--- src/status_ind_map.svh ---
/*
 Timing counts, lamp pattern codes and display constants for the drive status
 indicator. Assumes a 25 MHz system clock and a single synchronous reset.
*/
// Operation
// - Run lamp off in initialisation state or when unpowered.
// - Run lamp blinks in pre-operational, single flash in safe-operational.
// - Run lamp triple flash for identification, requested by the remote master.
// - Run lamp steady on in operational state.
// - Error lamp off when no fieldbus error or unpowered.
// - Error lamp blinks on any invalid configuration error.
// - Error lamp single flash on local errors.
// - Error lamp double flash on watchdog and synchronisation faults.
// - Network lamp patterns shown only after startup sequence finished.
// - On error, display steps through letter E then five error-code digits.
// - Right decimal point lights while active error concerns safe torque cut.
// - Distinct disabled symbols with and without safety inputs powered.
// - Suspend shows underscore and ramps motion demand to zero.
// - Firmware loading lights segments in turn, then initialisation stage digits.
// - Digit eight shown when enabled but idle.
// - One distinct symbol per active motion type.
// - Digit five shown while stop command or stop input active.
// - Dedicated symbol while in hold-to-analog mode.
// - Software may write user-defined symbols to the display.
// - Motor phase short trips and latches until mains power removed.
`ifndef STATUS_IND_MAP_SVH
`define STATUS_IND_MAP_SVH

// Lamp and digit timing in ms and derived cycles at 25 MHz
`define CLK_KHZ 25000
`define BLINK_MS 200
`define FLASH_ON_MS 200
`define FLASH_OFF_MS 1000
`define BLINK_CYC (`BLINK_MS * `CLK_KHZ)
`define FLASH_ON_CYC (`FLASH_ON_MS * `CLK_KHZ)
`define FLASH_OFF_CYC (`FLASH_OFF_MS * `CLK_KHZ)
`define DIGIT_MS 500
`define DIGIT_CYC (`DIGIT_MS * `CLK_KHZ)

// Fieldbus slave states
`define FB_INIT 4'h1
`define FB_PREOP 4'h2
`define FB_BOOT 4'h3
`define FB_SAFEOP 4'h4
`define FB_OP 4'h8

// Error classes from the slave controller
`define ERRC_NONE 2'h0
`define ERRC_CONFIG 2'h1
`define ERRC_LOCAL 2'h2
`define ERRC_WDOG 2'h3

// Lamp pattern codes
`define PAT_OFF 3'h0
`define PAT_BLINK 3'h1
`define PAT_FLASH1 3'h2
`define PAT_FLASH2 3'h3
`define PAT_FLASH3 3'h4
`define PAT_ON 3'h5

// Error display sequence and segment walk
`define ERR_DIGITS 3'h5
`define ERR_POS_LAST 3'h5
`define SEG_WALK_LAST 3'h5

// Seven segment codes, bit order gfedcba
`define SEG_BLANK 7'h00
`define SEG_E 7'h79
`define SEG_DASH 7'h40
`define SEG_DASH_CUT 7'h48
`define SEG_UNDER 7'h08
`define SEG_HOLD 7'h77
`define SEG_8 7'h7F
`define SEG_5 7'h6D
`define SEG_C 7'h39
`define SEG_D 7'h5E
`define SEG_F 7'h71
`define SEG_FOLLOW 7'h07
`define SEG_HOME 7'h76
`define SEG_INC 7'h06
`define SEG_J 7'h1E
`define SEG_O 7'h3F
`define SEG_P 7'h73
`define SEG_TORQ 7'h67
`define SEG_VEL 7'h3E
`define SEG_SPL 7'h5B
`define SEG_ONE 7'h01

// Motion types
`define MOT_NONE 4'h0
`define MOT_CAM 4'h1
`define MOT_DWELL 4'h2
`define MOT_SHEAR 4'h3
`define MOT_FOLLOW 4'h4
`define MOT_HOME 4'h5
`define MOT_INC 4'h6
`define MOT_JOG 4'h7
`define MOT_OFFSET 4'h8
`define MOT_POS 4'h9
`define MOT_TORQUE 4'hA
`define MOT_VEL 4'hB
`define MOT_SPLINE 4'hC

`endif

--- src/status_ind_pkg.sv ---
/*
 Types shared by the drive status indicator files.
 Assumes status_ind_map.svh is compiled alongside for constants.
*/
package status_ind_pkg;
   typedef logic [2:0] lamp_pat_t;
   typedef logic [3:0] fb_state_t;
   typedef logic [1:0] err_class_t;
   typedef logic [3:0] motion_t;
   typedef logic [6:0] seg_t;
   typedef logic [3:0] bcd_t;
   typedef enum {DSP_FW_WALK, DSP_FW_STAGE, DSP_RUN, DSP_ERROR} disp_state_t;
endpackage : status_ind_pkg

--- src/drive_status_indicator_logic.sv ---
/*
 Drive status indicators: network run and error lamps and a seven segment
 status display. Inputs arrive from other logic on CLK except the short-circuit
 and safety pin levels, which are synchronised here.
*/
`timescale 1ns/10ps
`include "status_ind_map.svh"
module drive_status_indicator_logic
#(
   parameter logic [31:0] BLINK_CYCLES = `BLINK_CYC,
   parameter logic [31:0] FLASH_ON_CYCLES = `FLASH_ON_CYC,
   parameter logic [31:0] FLASH_OFF_CYCLES = `FLASH_OFF_CYC,
   parameter logic [31:0] DIGIT_CYCLES = `DIGIT_CYC
)
(
   input wire logic CLK,
   input wire logic RST_N,
   input wire logic STARTUP_DONE,
   input wire logic FW_LOADING,
   input wire logic [3:0] FW_STAGE,
   input wire status_ind_pkg::fb_state_t FB_STATE,
   input wire logic IDENTIFY_REQ,
   input wire status_ind_pkg::err_class_t FB_ERR_CLASS,
   input wire logic ERROR_ACTIVE,
   input wire logic [19:0] ERROR_CODE,
   input wire logic ERROR_IS_SAFE_TORQUE_CUT,
   input wire logic SAFE_TORQUE_CUT_A,
   input wire logic SAFE_TORQUE_CUT_B,
   input wire logic DRIVE_ENABLED,
   input wire logic SUSPEND_ACTIVE,
   input wire logic STOP_ACTIVE,
   input wire logic HOLD_TO_ANALOG,
   input wire status_ind_pkg::motion_t MOTION_TYPE,
   input wire logic USER_SYMBOL_WRITE,
   input wire status_ind_pkg::seg_t USER_SYMBOL,
   input wire logic USER_SYMBOL_CLEAR,
   input wire logic PHASE_SHORT,
   output logic NETWORK_RUN_LAMP,
   output logic NETWORK_ERROR_LAMP,
   output status_ind_pkg::seg_t SEGMENTS,
   output logic DECIMAL_POINT,
   output logic DEMAND_RAMP_ZERO,
   output logic DRIVE_TRIPPED
);
   import status_ind_pkg::*;

   function automatic seg_t bcd_to_seg(input bcd_t d);
      case (d)
         4'h0: bcd_to_seg = `SEG_O;
         4'h1: bcd_to_seg = `SEG_INC;
         4'h2: bcd_to_seg = `SEG_SPL;
         4'h3: bcd_to_seg = 7'h4F;
         4'h4: bcd_to_seg = 7'h66;
         4'h5: bcd_to_seg = `SEG_5;
         4'h6: bcd_to_seg = 7'h7D;
         4'h7: bcd_to_seg = `SEG_FOLLOW;
         4'h8: bcd_to_seg = `SEG_8;
         4'h9: bcd_to_seg = `SEG_TORQ;
         default: bcd_to_seg = `SEG_BLANK;
      endcase
   endfunction : bcd_to_seg

   function automatic seg_t motion_seg(input motion_t m);
      case (m)
         `MOT_CAM: motion_seg = `SEG_C;
         `MOT_DWELL: motion_seg = `SEG_D;
         `MOT_SHEAR: motion_seg = `SEG_F;
         `MOT_FOLLOW: motion_seg = `SEG_FOLLOW;
         `MOT_HOME: motion_seg = `SEG_HOME;
         `MOT_INC: motion_seg = `SEG_INC;
         `MOT_JOG: motion_seg = `SEG_J;
         `MOT_OFFSET: motion_seg = `SEG_O;
         `MOT_POS: motion_seg = `SEG_P;
         `MOT_TORQUE: motion_seg = `SEG_TORQ;
         `MOT_VEL: motion_seg = `SEG_VEL;
         `MOT_SPLINE: motion_seg = `SEG_SPL;
         default: motion_seg = `SEG_8;
      endcase
   endfunction : motion_seg

   // Pin level synchronisers; first stage feeds only the second
   logic [2:0] pin_meta;
   logic [2:0] pin_sync;
   always_ff @(posedge CLK)
   begin
      if (!RST_N)
      begin
         pin_meta <= 3'h0;
         pin_sync <= 3'h0;
      end
      else
      begin
         pin_meta <= {PHASE_SHORT, SAFE_TORQUE_CUT_B, SAFE_TORQUE_CUT_A};
         pin_sync <= pin_meta;
      end
   end
   logic short_seen;
   logic cut_a;
   logic cut_b;
   assign short_seen = pin_sync[2];
   assign cut_a = pin_sync[0];
   assign cut_b = pin_sync[1];

   // Trip latch survives everything except the power-on reset
   always_ff @(posedge CLK)
   begin
      if (!RST_N)
      begin
         DRIVE_TRIPPED <= 1'b0;
      end
      else if (short_seen)
      begin
         DRIVE_TRIPPED <= 1'b1;
      end
   end

   always_ff @(posedge CLK)
   begin
      if (!RST_N)
      begin
         DEMAND_RAMP_ZERO <= 1'b0;
      end
      else
      begin
         DEMAND_RAMP_ZERO <= SUSPEND_ACTIVE || DRIVE_TRIPPED;
      end
   end

   // Network lamp pattern selection
   lamp_pat_t run_pat;
   lamp_pat_t err_pat;
   always_comb
   begin
      run_pat = `PAT_OFF;
      err_pat = `PAT_OFF;
      if (STARTUP_DONE)
      begin
         if (IDENTIFY_REQ)
         begin
            run_pat = `PAT_FLASH3;
         end
         else if (FB_STATE == `FB_PREOP)
         begin
            run_pat = `PAT_BLINK;
         end
         else if (FB_STATE == `FB_SAFEOP)
         begin
            run_pat = `PAT_FLASH1;
         end
         else if (FB_STATE == `FB_OP)
         begin
            run_pat = `PAT_ON;
         end
         case (FB_ERR_CLASS)
            `ERRC_CONFIG: err_pat = `PAT_BLINK;
            `ERRC_LOCAL: err_pat = `PAT_FLASH1;
            `ERRC_WDOG: err_pat = `PAT_FLASH2;
            default: err_pat = `PAT_OFF;
         endcase
      end
   end

   lamp_pattern run_gen
   (
      .clk(CLK),
      .rst_n(RST_N),
      .pattern(run_pat),
      .blink_cyc(BLINK_CYCLES),
      .flash_on_cyc(FLASH_ON_CYCLES),
      .flash_off_cyc(FLASH_OFF_CYCLES),
      .lamp(NETWORK_RUN_LAMP)
   );

   lamp_pattern err_gen
   (
      .clk(CLK),
      .rst_n(RST_N),
      .pattern(err_pat),
      .blink_cyc(BLINK_CYCLES),
      .flash_on_cyc(FLASH_ON_CYCLES),
      .flash_off_cyc(FLASH_OFF_CYCLES),
      .lamp(NETWORK_ERROR_LAMP)
   );

   // User symbol holds until cleared; an error still overrides it
   logic user_valid;
   seg_t user_seg;
   always_ff @(posedge CLK)
   begin
      if (!RST_N)
      begin
         user_valid <= 1'b0;
         user_seg <= `SEG_BLANK;
      end
      else if (USER_SYMBOL_WRITE)
      begin
         user_valid <= 1'b1;
         user_seg <= USER_SYMBOL;
      end
      else if (USER_SYMBOL_CLEAR)
      begin
         user_valid <= 1'b0;
      end
   end

   // Display sequencer
   disp_state_t disp_state;
   logic [31:0] dwell;
   logic [2:0] pos;
   logic dwell_done;
   assign dwell_done = (dwell + 32'h1 >= DIGIT_CYCLES);

   always_ff @(posedge CLK)
   begin
      if (!RST_N)
      begin
         disp_state <= DSP_FW_WALK;
         dwell <= 32'h0;
         pos <= 3'h0;
      end
      else
      begin
         dwell <= dwell_done ? 32'h0 : dwell + 32'h1;
         case (disp_state)
            DSP_FW_WALK:
            begin
               if (dwell_done)
               begin
                  pos <= (pos == `SEG_WALK_LAST) ? 3'h0 : pos + 3'h1;
               end
               if (!FW_LOADING)
               begin
                  disp_state <= DSP_FW_STAGE;
               end
            end
            DSP_FW_STAGE:
            begin
               if (STARTUP_DONE)
               begin
                  disp_state <= DSP_RUN;
               end
            end
            DSP_RUN:
            begin
               if (ERROR_ACTIVE)
               begin
                  disp_state <= DSP_ERROR;
                  pos <= 3'h0;
                  dwell <= 32'h0;
               end
            end
            DSP_ERROR:
            begin
               if (dwell_done)
               begin
                  pos <= (pos == `ERR_POS_LAST) ? 3'h0 : pos + 3'h1;
                  if (pos == `ERR_POS_LAST && !ERROR_ACTIVE)
                  begin
                     disp_state <= DSP_RUN;
                  end
               end
            end
            default: disp_state <= DSP_RUN;
         endcase
      end
   end

   // Error digit for the current sequence position, most significant first
   bcd_t err_digit;
   always_comb
   begin
      case (pos)
         3'h1: err_digit = bcd_t'(ERROR_CODE[19:16]);
         3'h2: err_digit = bcd_t'(ERROR_CODE[15:12]);
         3'h3: err_digit = bcd_t'(ERROR_CODE[11:8]);
         3'h4: err_digit = bcd_t'(ERROR_CODE[7:4]);
         default: err_digit = bcd_t'(ERROR_CODE[3:0]);
      endcase
   end

   seg_t next_segments;
   logic next_dp;
   always_comb
   begin
      next_dp = 1'b0;
      case (disp_state)
         DSP_FW_WALK: next_segments = seg_t'(`SEG_ONE << pos);
         DSP_FW_STAGE: next_segments = bcd_to_seg(FW_STAGE);
         DSP_ERROR:
         begin
            next_segments = (pos == 3'h0) ? `SEG_E : bcd_to_seg(err_digit);
            next_dp = ERROR_IS_SAFE_TORQUE_CUT;
         end
         default:
         begin
            if (user_valid)
            begin
               next_segments = user_seg;
            end
            else if (!DRIVE_ENABLED)
            begin
               next_segments = (cut_a && cut_b) ? `SEG_DASH : `SEG_DASH_CUT;
            end
            else if (SUSPEND_ACTIVE)
            begin
               next_segments = `SEG_UNDER;
            end
            else if (STOP_ACTIVE)
            begin
               next_segments = `SEG_5;
            end
            else if (HOLD_TO_ANALOG)
            begin
               next_segments = `SEG_HOLD;
            end
            else if (MOTION_TYPE == `MOT_NONE)
            begin
               next_segments = `SEG_8;
            end
            else
            begin
               next_segments = motion_seg(MOTION_TYPE);
            end
         end
      endcase
   end

   always_ff @(posedge CLK)
   begin
      if (!RST_N)
      begin
         SEGMENTS <= `SEG_BLANK;
         DECIMAL_POINT <= 1'b0;
      end
      else
      begin
         SEGMENTS <= next_segments;
         DECIMAL_POINT <= next_dp;
      end
   end
endmodule : drive_status_indicator_logic

--- src/lamp_pattern.sv ---
/*
 One indicator lamp pattern generator: off, blink, 1/2/3 flashes, steady on.
 Assumes on/off counts are stable and nonzero; pattern changes restart cleanly.
*/
`timescale 1ns/10ps
`include "status_ind_map.svh"
module lamp_pattern
(
   input wire logic clk,
   input wire logic rst_n,
   input wire status_ind_pkg::lamp_pat_t pattern,
   input wire logic [31:0] blink_cyc,
   input wire logic [31:0] flash_on_cyc,
   input wire logic [31:0] flash_off_cyc,
   output logic lamp
);
   import status_ind_pkg::*;
   lamp_pat_t last_pat;
   logic [31:0] count;
   logic [2:0] pulse;
   logic phase_on;
   logic [2:0] flashes;
   logic [31:0] period;

   always_comb
   begin
      flashes = 3'h1;
      if (pattern == `PAT_FLASH2)
      begin
         flashes = 3'h2;
      end
      else if (pattern == `PAT_FLASH3)
      begin
         flashes = 3'h3;
      end
      if (pattern == `PAT_BLINK)
      begin
         period = blink_cyc;
      end
      else if (phase_on)
      begin
         period = flash_on_cyc;
      end
      else if (pulse + 3'h1 < flashes)
      begin
         period = flash_on_cyc;
      end
      else
      begin
         period = flash_off_cyc;
      end
   end

   // Counter restarts on a pattern change so a new pattern begins with a full on phase
   always_ff @(posedge clk)
   begin
      if (!rst_n)
      begin
         last_pat <= `PAT_OFF;
         count <= 32'h0;
         pulse <= 3'h0;
         phase_on <= 1'b1;
      end
      else if (pattern != last_pat)
      begin
         last_pat <= pattern;
         count <= 32'h0;
         pulse <= 3'h0;
         phase_on <= 1'b1;
      end
      else if (count + 32'h1 >= period)
      begin
         count <= 32'h0;
         phase_on <= !phase_on;
         if (!phase_on)
         begin
            pulse <= (pulse + 3'h1 >= flashes) ? 3'h0 : pulse + 3'h1;
         end
      end
      else
      begin
         count <= count + 32'h1;
      end
   end

   always_ff @(posedge clk)
   begin
      if (!rst_n)
      begin
         lamp <= 1'b0;
      end
      else
      begin
         case (pattern)
            `PAT_OFF: lamp <= 1'b0;
            `PAT_ON: lamp <= 1'b1;
            default: lamp <= phase_on && (pattern == last_pat);
         endcase
      end
   end
endmodule : lamp_pattern

--- config.mk ---
export PLATFORM = sky130hd
export DESIGN_NAME = drive_status_indicator_logic
export DESIGN_NICKNAME = d
export VERILOG_FILES = /design/src/status_ind_pkg.sv /design/src/drive_status_indicator_logic.sv /design/src/lamp_pattern.sv
export VERILOG_INCLUDE_DIRS = /design/src /design/src/src
export SDC_FILE = /design/constraint.sdc
export NUM_CORES = 1
export LEC_CHECK = 0
export BUFFER_PORTS_ARGS = -buffer_cell sky130_fd_sc_hd__buf_2
export CAP_MARGIN = 20
export CELL_PAD_IN_SITES_DETAIL_PLACEMENT = 1
export CELL_PAD_IN_SITES_GLOBAL_PLACEMENT = 1
export CORE_ASPECT_RATIO = 1.25
export CORE_MARGIN = 4
export CORE_UTILIZATION = 47
export DETAILED_ROUTE_END_ITERATION = 8
export PLACE_DENSITY_LB_ADDON = 0.1
export SLEW_MARGIN = 5
export SYNTH_ARGS = -nofsm -noshare
export SYNTH_HDL_FRONTEND = slang
export SYNTH_HIERARCHICAL = 1
export SYNTH_SLANG_ARGS = --single-unit
--- constraint.sdc ---
create_clock -name CLK -period 5.5 [get_ports CLK]
set_clock_uncertainty 0.15 [all_clocks]
set_input_delay 0.55 -clock CLK [delete_from_list [all_inputs] [get_ports CLK]]
set_output_delay 0.55 -clock CLK [all_outputs]
set_load 0.02 [all_outputs]
==> run metrics <==
CTS Sinks=141; register area share after synthesis=27.1%; max-slew violation count=0; DP HPWL=19,900 um; antenna violations before repair=1; IO Port Bufs=68; vias in the first global route=10.0k; Clk Tree Root Cell=clkbuf_16; FF-to-FF setup slack=0.89 ns; first-pass GRT wire length=46,300 um; post-CTS setup buffer count=0; CP Launch Point=FB_STATE[0]; Filler Cell Count=2,789; post-placement cell area=0.0117 mm^2; endpoints failing setup=0; Worst Path Max Fanout=32; layout cell share with drive strength beyond 1=9.97%; Die Y=175 um; fin area=0.0123 mm^2; footprint of the multi-input gates=0.00796 mm^2; Synth Instances=1,275; vias per cell=5.27; syn avg cell area=8.18 um^2; outcome=finished, final reports clean; Clock Path Buffers=2; Hold Vio Cnt, Final=0; DIE WIDTH=141 um; Iteration-0 DRC Markers=382; Residual DRC=0; DRT Wirelength=27,100 um; initial core utilization=48.1%; vias=9,546; crit end category=register; Slew Limit Headroom=35.0%; Total Routing Usage GR=22.4%; r2r endpoint=run_gen/count[15]$_SDFF_PP0_; placed instance count=1,781; achievable clock frequency=210 MHz; Post-synth top flop=dfxtp_1; RSZ-0062 raised after global routing=no; FF-to-FF path depth=12; gp weighted congestion=0.789; Core Region=0.0217 mm^2; die area=0.0247 mm^2; Distinct cells, synth=81; Final nets=1,675; CP Data Required Time=5.62 ns; final worst slack=0.736 ns; Area growth syn-to-layout=18.1%; WHS Path Cells=2; Post-Syn Area=0.0104 mm^2; Site Rows=60; Pwr Total=0.00311 W; DRT Pass-1 Iters=5; maxcap violations=0; H-tree depth=4; register bit total from synthesis=141; ANT cells=0; hold-fix buffer count after cts=0; WL/cell=14.9 um; hold crit path type=in -> reg; worst slew pin tran=0.967 ns; CP Class=in -> reg; Peak VDD IR=0.194 mV; Leakage=5.43 nW; total CTS buffers=17; setup tns final=0 ns; Worst-Skew Late Latency=0.43 ns; clock-pin transition on the worst setup and hold timing paths=0.07 ns; Tmin final=4.76 ns; FFs w/ async S/R, synth=0%; PD cells=252 mW/mm^2; hold worst-path end=pin_meta[1]$_SDFF_PN0_; period utilization=86.6%; CP startpoint kind=input port; num ports=69; critical path arrival=4.89 ns; largest net degree at the start of global routing=65; final antenna-violating net count=0; yosys warns=6; R2R Path Start=run_gen/count[7]$_SDFF_PP0_; CTS tree=built; Reg area=0.00282 mm^2; GRT Residual Overflow=0; number of flops mapped to enable cells by yosys=0; hold wc startpoint=SAFE_TORQUE_CUT_B; Finished Layout Cells=1,813; Post-Place Worst Slack=0.412 ns; PostCTS Resize Cnt=0
[cell type report]
type	count	share of cell area, %
multi-input cells	1238	64.6
clock buffers	20	3.54
inverters	43	1.31
well taps	279	2.83
clock inverters	12	1.31
repair buffers	80	3.49
flip-flops and latches	141	22.9
[worst max-delay path by stage]
stage | slack, ns | to
floorplan | 0.63 | run_gen/count[0]$_SDFF_PP0_
global placement | 0.55 | run_gen/count[27]$_SDFF_PP0_
detailed placement | 0.41 | run_gen/count[17]$_SDFF_PP0_
CTS | 0.76 | run_gen/count[15]$_SDFF_PP0_
global route | 0.26 | run_gen/count[15]$_SDFF_PP0_
finish | 0.74 | run_gen/count[15]$_SDFF_PP0_
[cells in the mapped netlist (5+ instances only)]
library cell / count / area, um^2
a221oi_1: 7 / 61.3
clkbuf_1: 24 / 90.1
xnor2_1: 53 / 464
dfxtp_1: 141 / 2820
o21ai_0: 45 / 225
o31ai_1: 5 / 37.5
a31oi_1: 12 / 75.1
nor3_1: 18 / 90.1
buf_2: 17 / 85.1
a21oi_1: 115 / 576
mux2i_1: 83 / 831
and4_1: 10 / 87.6
buf_1: 8 / 30.0
nor2b_1: 62 / 388
nand3_1: 54 / 270
nand3_2: 7 / 70.1
ha_1: 97 / 1210
a211oi_1: 7 / 52.6
and3_1: 24 / 150
and2_1: 17 / 106
nand2_1: 92 / 345
nand2b_1: 12 / 75.1
nand4_1: 22 / 138
a21o_1: 6 / 45.0
nor2_1: 145 / 544
inv_1: 42 / 158
o21a_1: 6 / 45.0
o211ai_1: 6 / 45.0
buf_6: 7 / 78.8
nor4_1: 7 / 43.8
xor2_1: 36 / 315
[routing by layer]
layer / GRT usage, % / vias up / part of all wire [%]
met3: 3.67 / 43 / 2.7
met4: 6.62 / 2 / 2.0
met2: 42.9 / 123 / 54
met1: 25.0 / 4585 / 42
met5: 0 / - / 0.026
li1: - / 4793 / -
[power by group]
| part | internal [W] | total, W | switching [W] |
|---|---|---|---|
| combinational | 0.000286 | 0.000785 | 0.000499 |
| clock | 0.000719 | 0.00119 | 0.000475 |
| sequential | 0.00107 | 0.00113 | 0.0000572 |
[through the flow]
step / utilization, % / hold slack [ns]
floorplan: - / 0.261
detailed placement: 54.0 / 0.274
global placement: 54.0 / 0.266
CTS: 56.8 / 0.161
global route: 56.8 / 0.177
finish: 56.8 / 0.185
[worst max-delay path, cell delays in order]
cell and delay [ns]:
buf_2 0.11, nor2_1 0.09, nand2_1 0.07, nor4b_1 0.30, buf_4 0.20, nand3b_1 0.10
a21boi_0 0.17, ha_1 0.31, nand2_1 0.09, a21oi_4 0.33, mux2i_1 0.14, nor2_1 0.11
a21oi_1 0.05, ha_1 0.31, nand4_1 0.13, nor3_1 0.26, or4b_2 0.64, a31o_1 0.26
nand3_2 0.50, nor2b_1 0.14
[kinds of logic (layout without fill, tap and decap cells)]
family | after synthesis | after routing | share of synthesized area, %
adders and majority gates | 97 | 97 | 11.6
muxes | 83 | 83 | 7.96
other | 2 | 206 | 0.0720
xor gates and xnor gates | 92 | 92 | 7.94
DFF | 141 | 141 | 27.1
and+or+nand+nor | 510 | 510 | 26.1
AOI/OAI and AO/OA | 250 | 250 | 14.9
buffers and inverters | 100 | 155 | 4.34
[state kept, by name, indices dropped and copies added, names as in the netlist, 2 cells and up]
signal            cells
pin_sync              3
err_gen/pulse         3
run_gen/pulse         3
run_gen/count        32
err_gen/last_pat      3
err_gen/count        32
pin_meta              3
pos                   3
user_seg              7
SEGMENTS              7
dwell                32
disp_state            2
run_gen/last_pat      3
[layout by cell type (no fill, tap or decap), types with 4 or more instances in the layout]
master,count
nand2_1,92
mux2i_1,83
nand2b_1,12
nand3_2,7
o31ai_1,5
a31oi_1,12
buf_4,12
and2_1,17
a21oi_1,113
conb_1,206
o21a_1,6
clkbuf_16,17
buf_2,68
nor2b_1,62
o21ai_0,45
inv_1,42
nor2_1,145
nand3_1,54
a221oi_1,7
nor4_1,7
dfxtp_1,141
and4_1,10
xor2_1,36
nor3_1,18
nand4_1,22
nor4_4,4
and3_1,24
xnor2_1,53
nand3b_1,4
a211oi_1,7
a21o_1,6
ha_1,97
o211ai_1,6
Note: power is estimated with default switching activity, not from simulation.
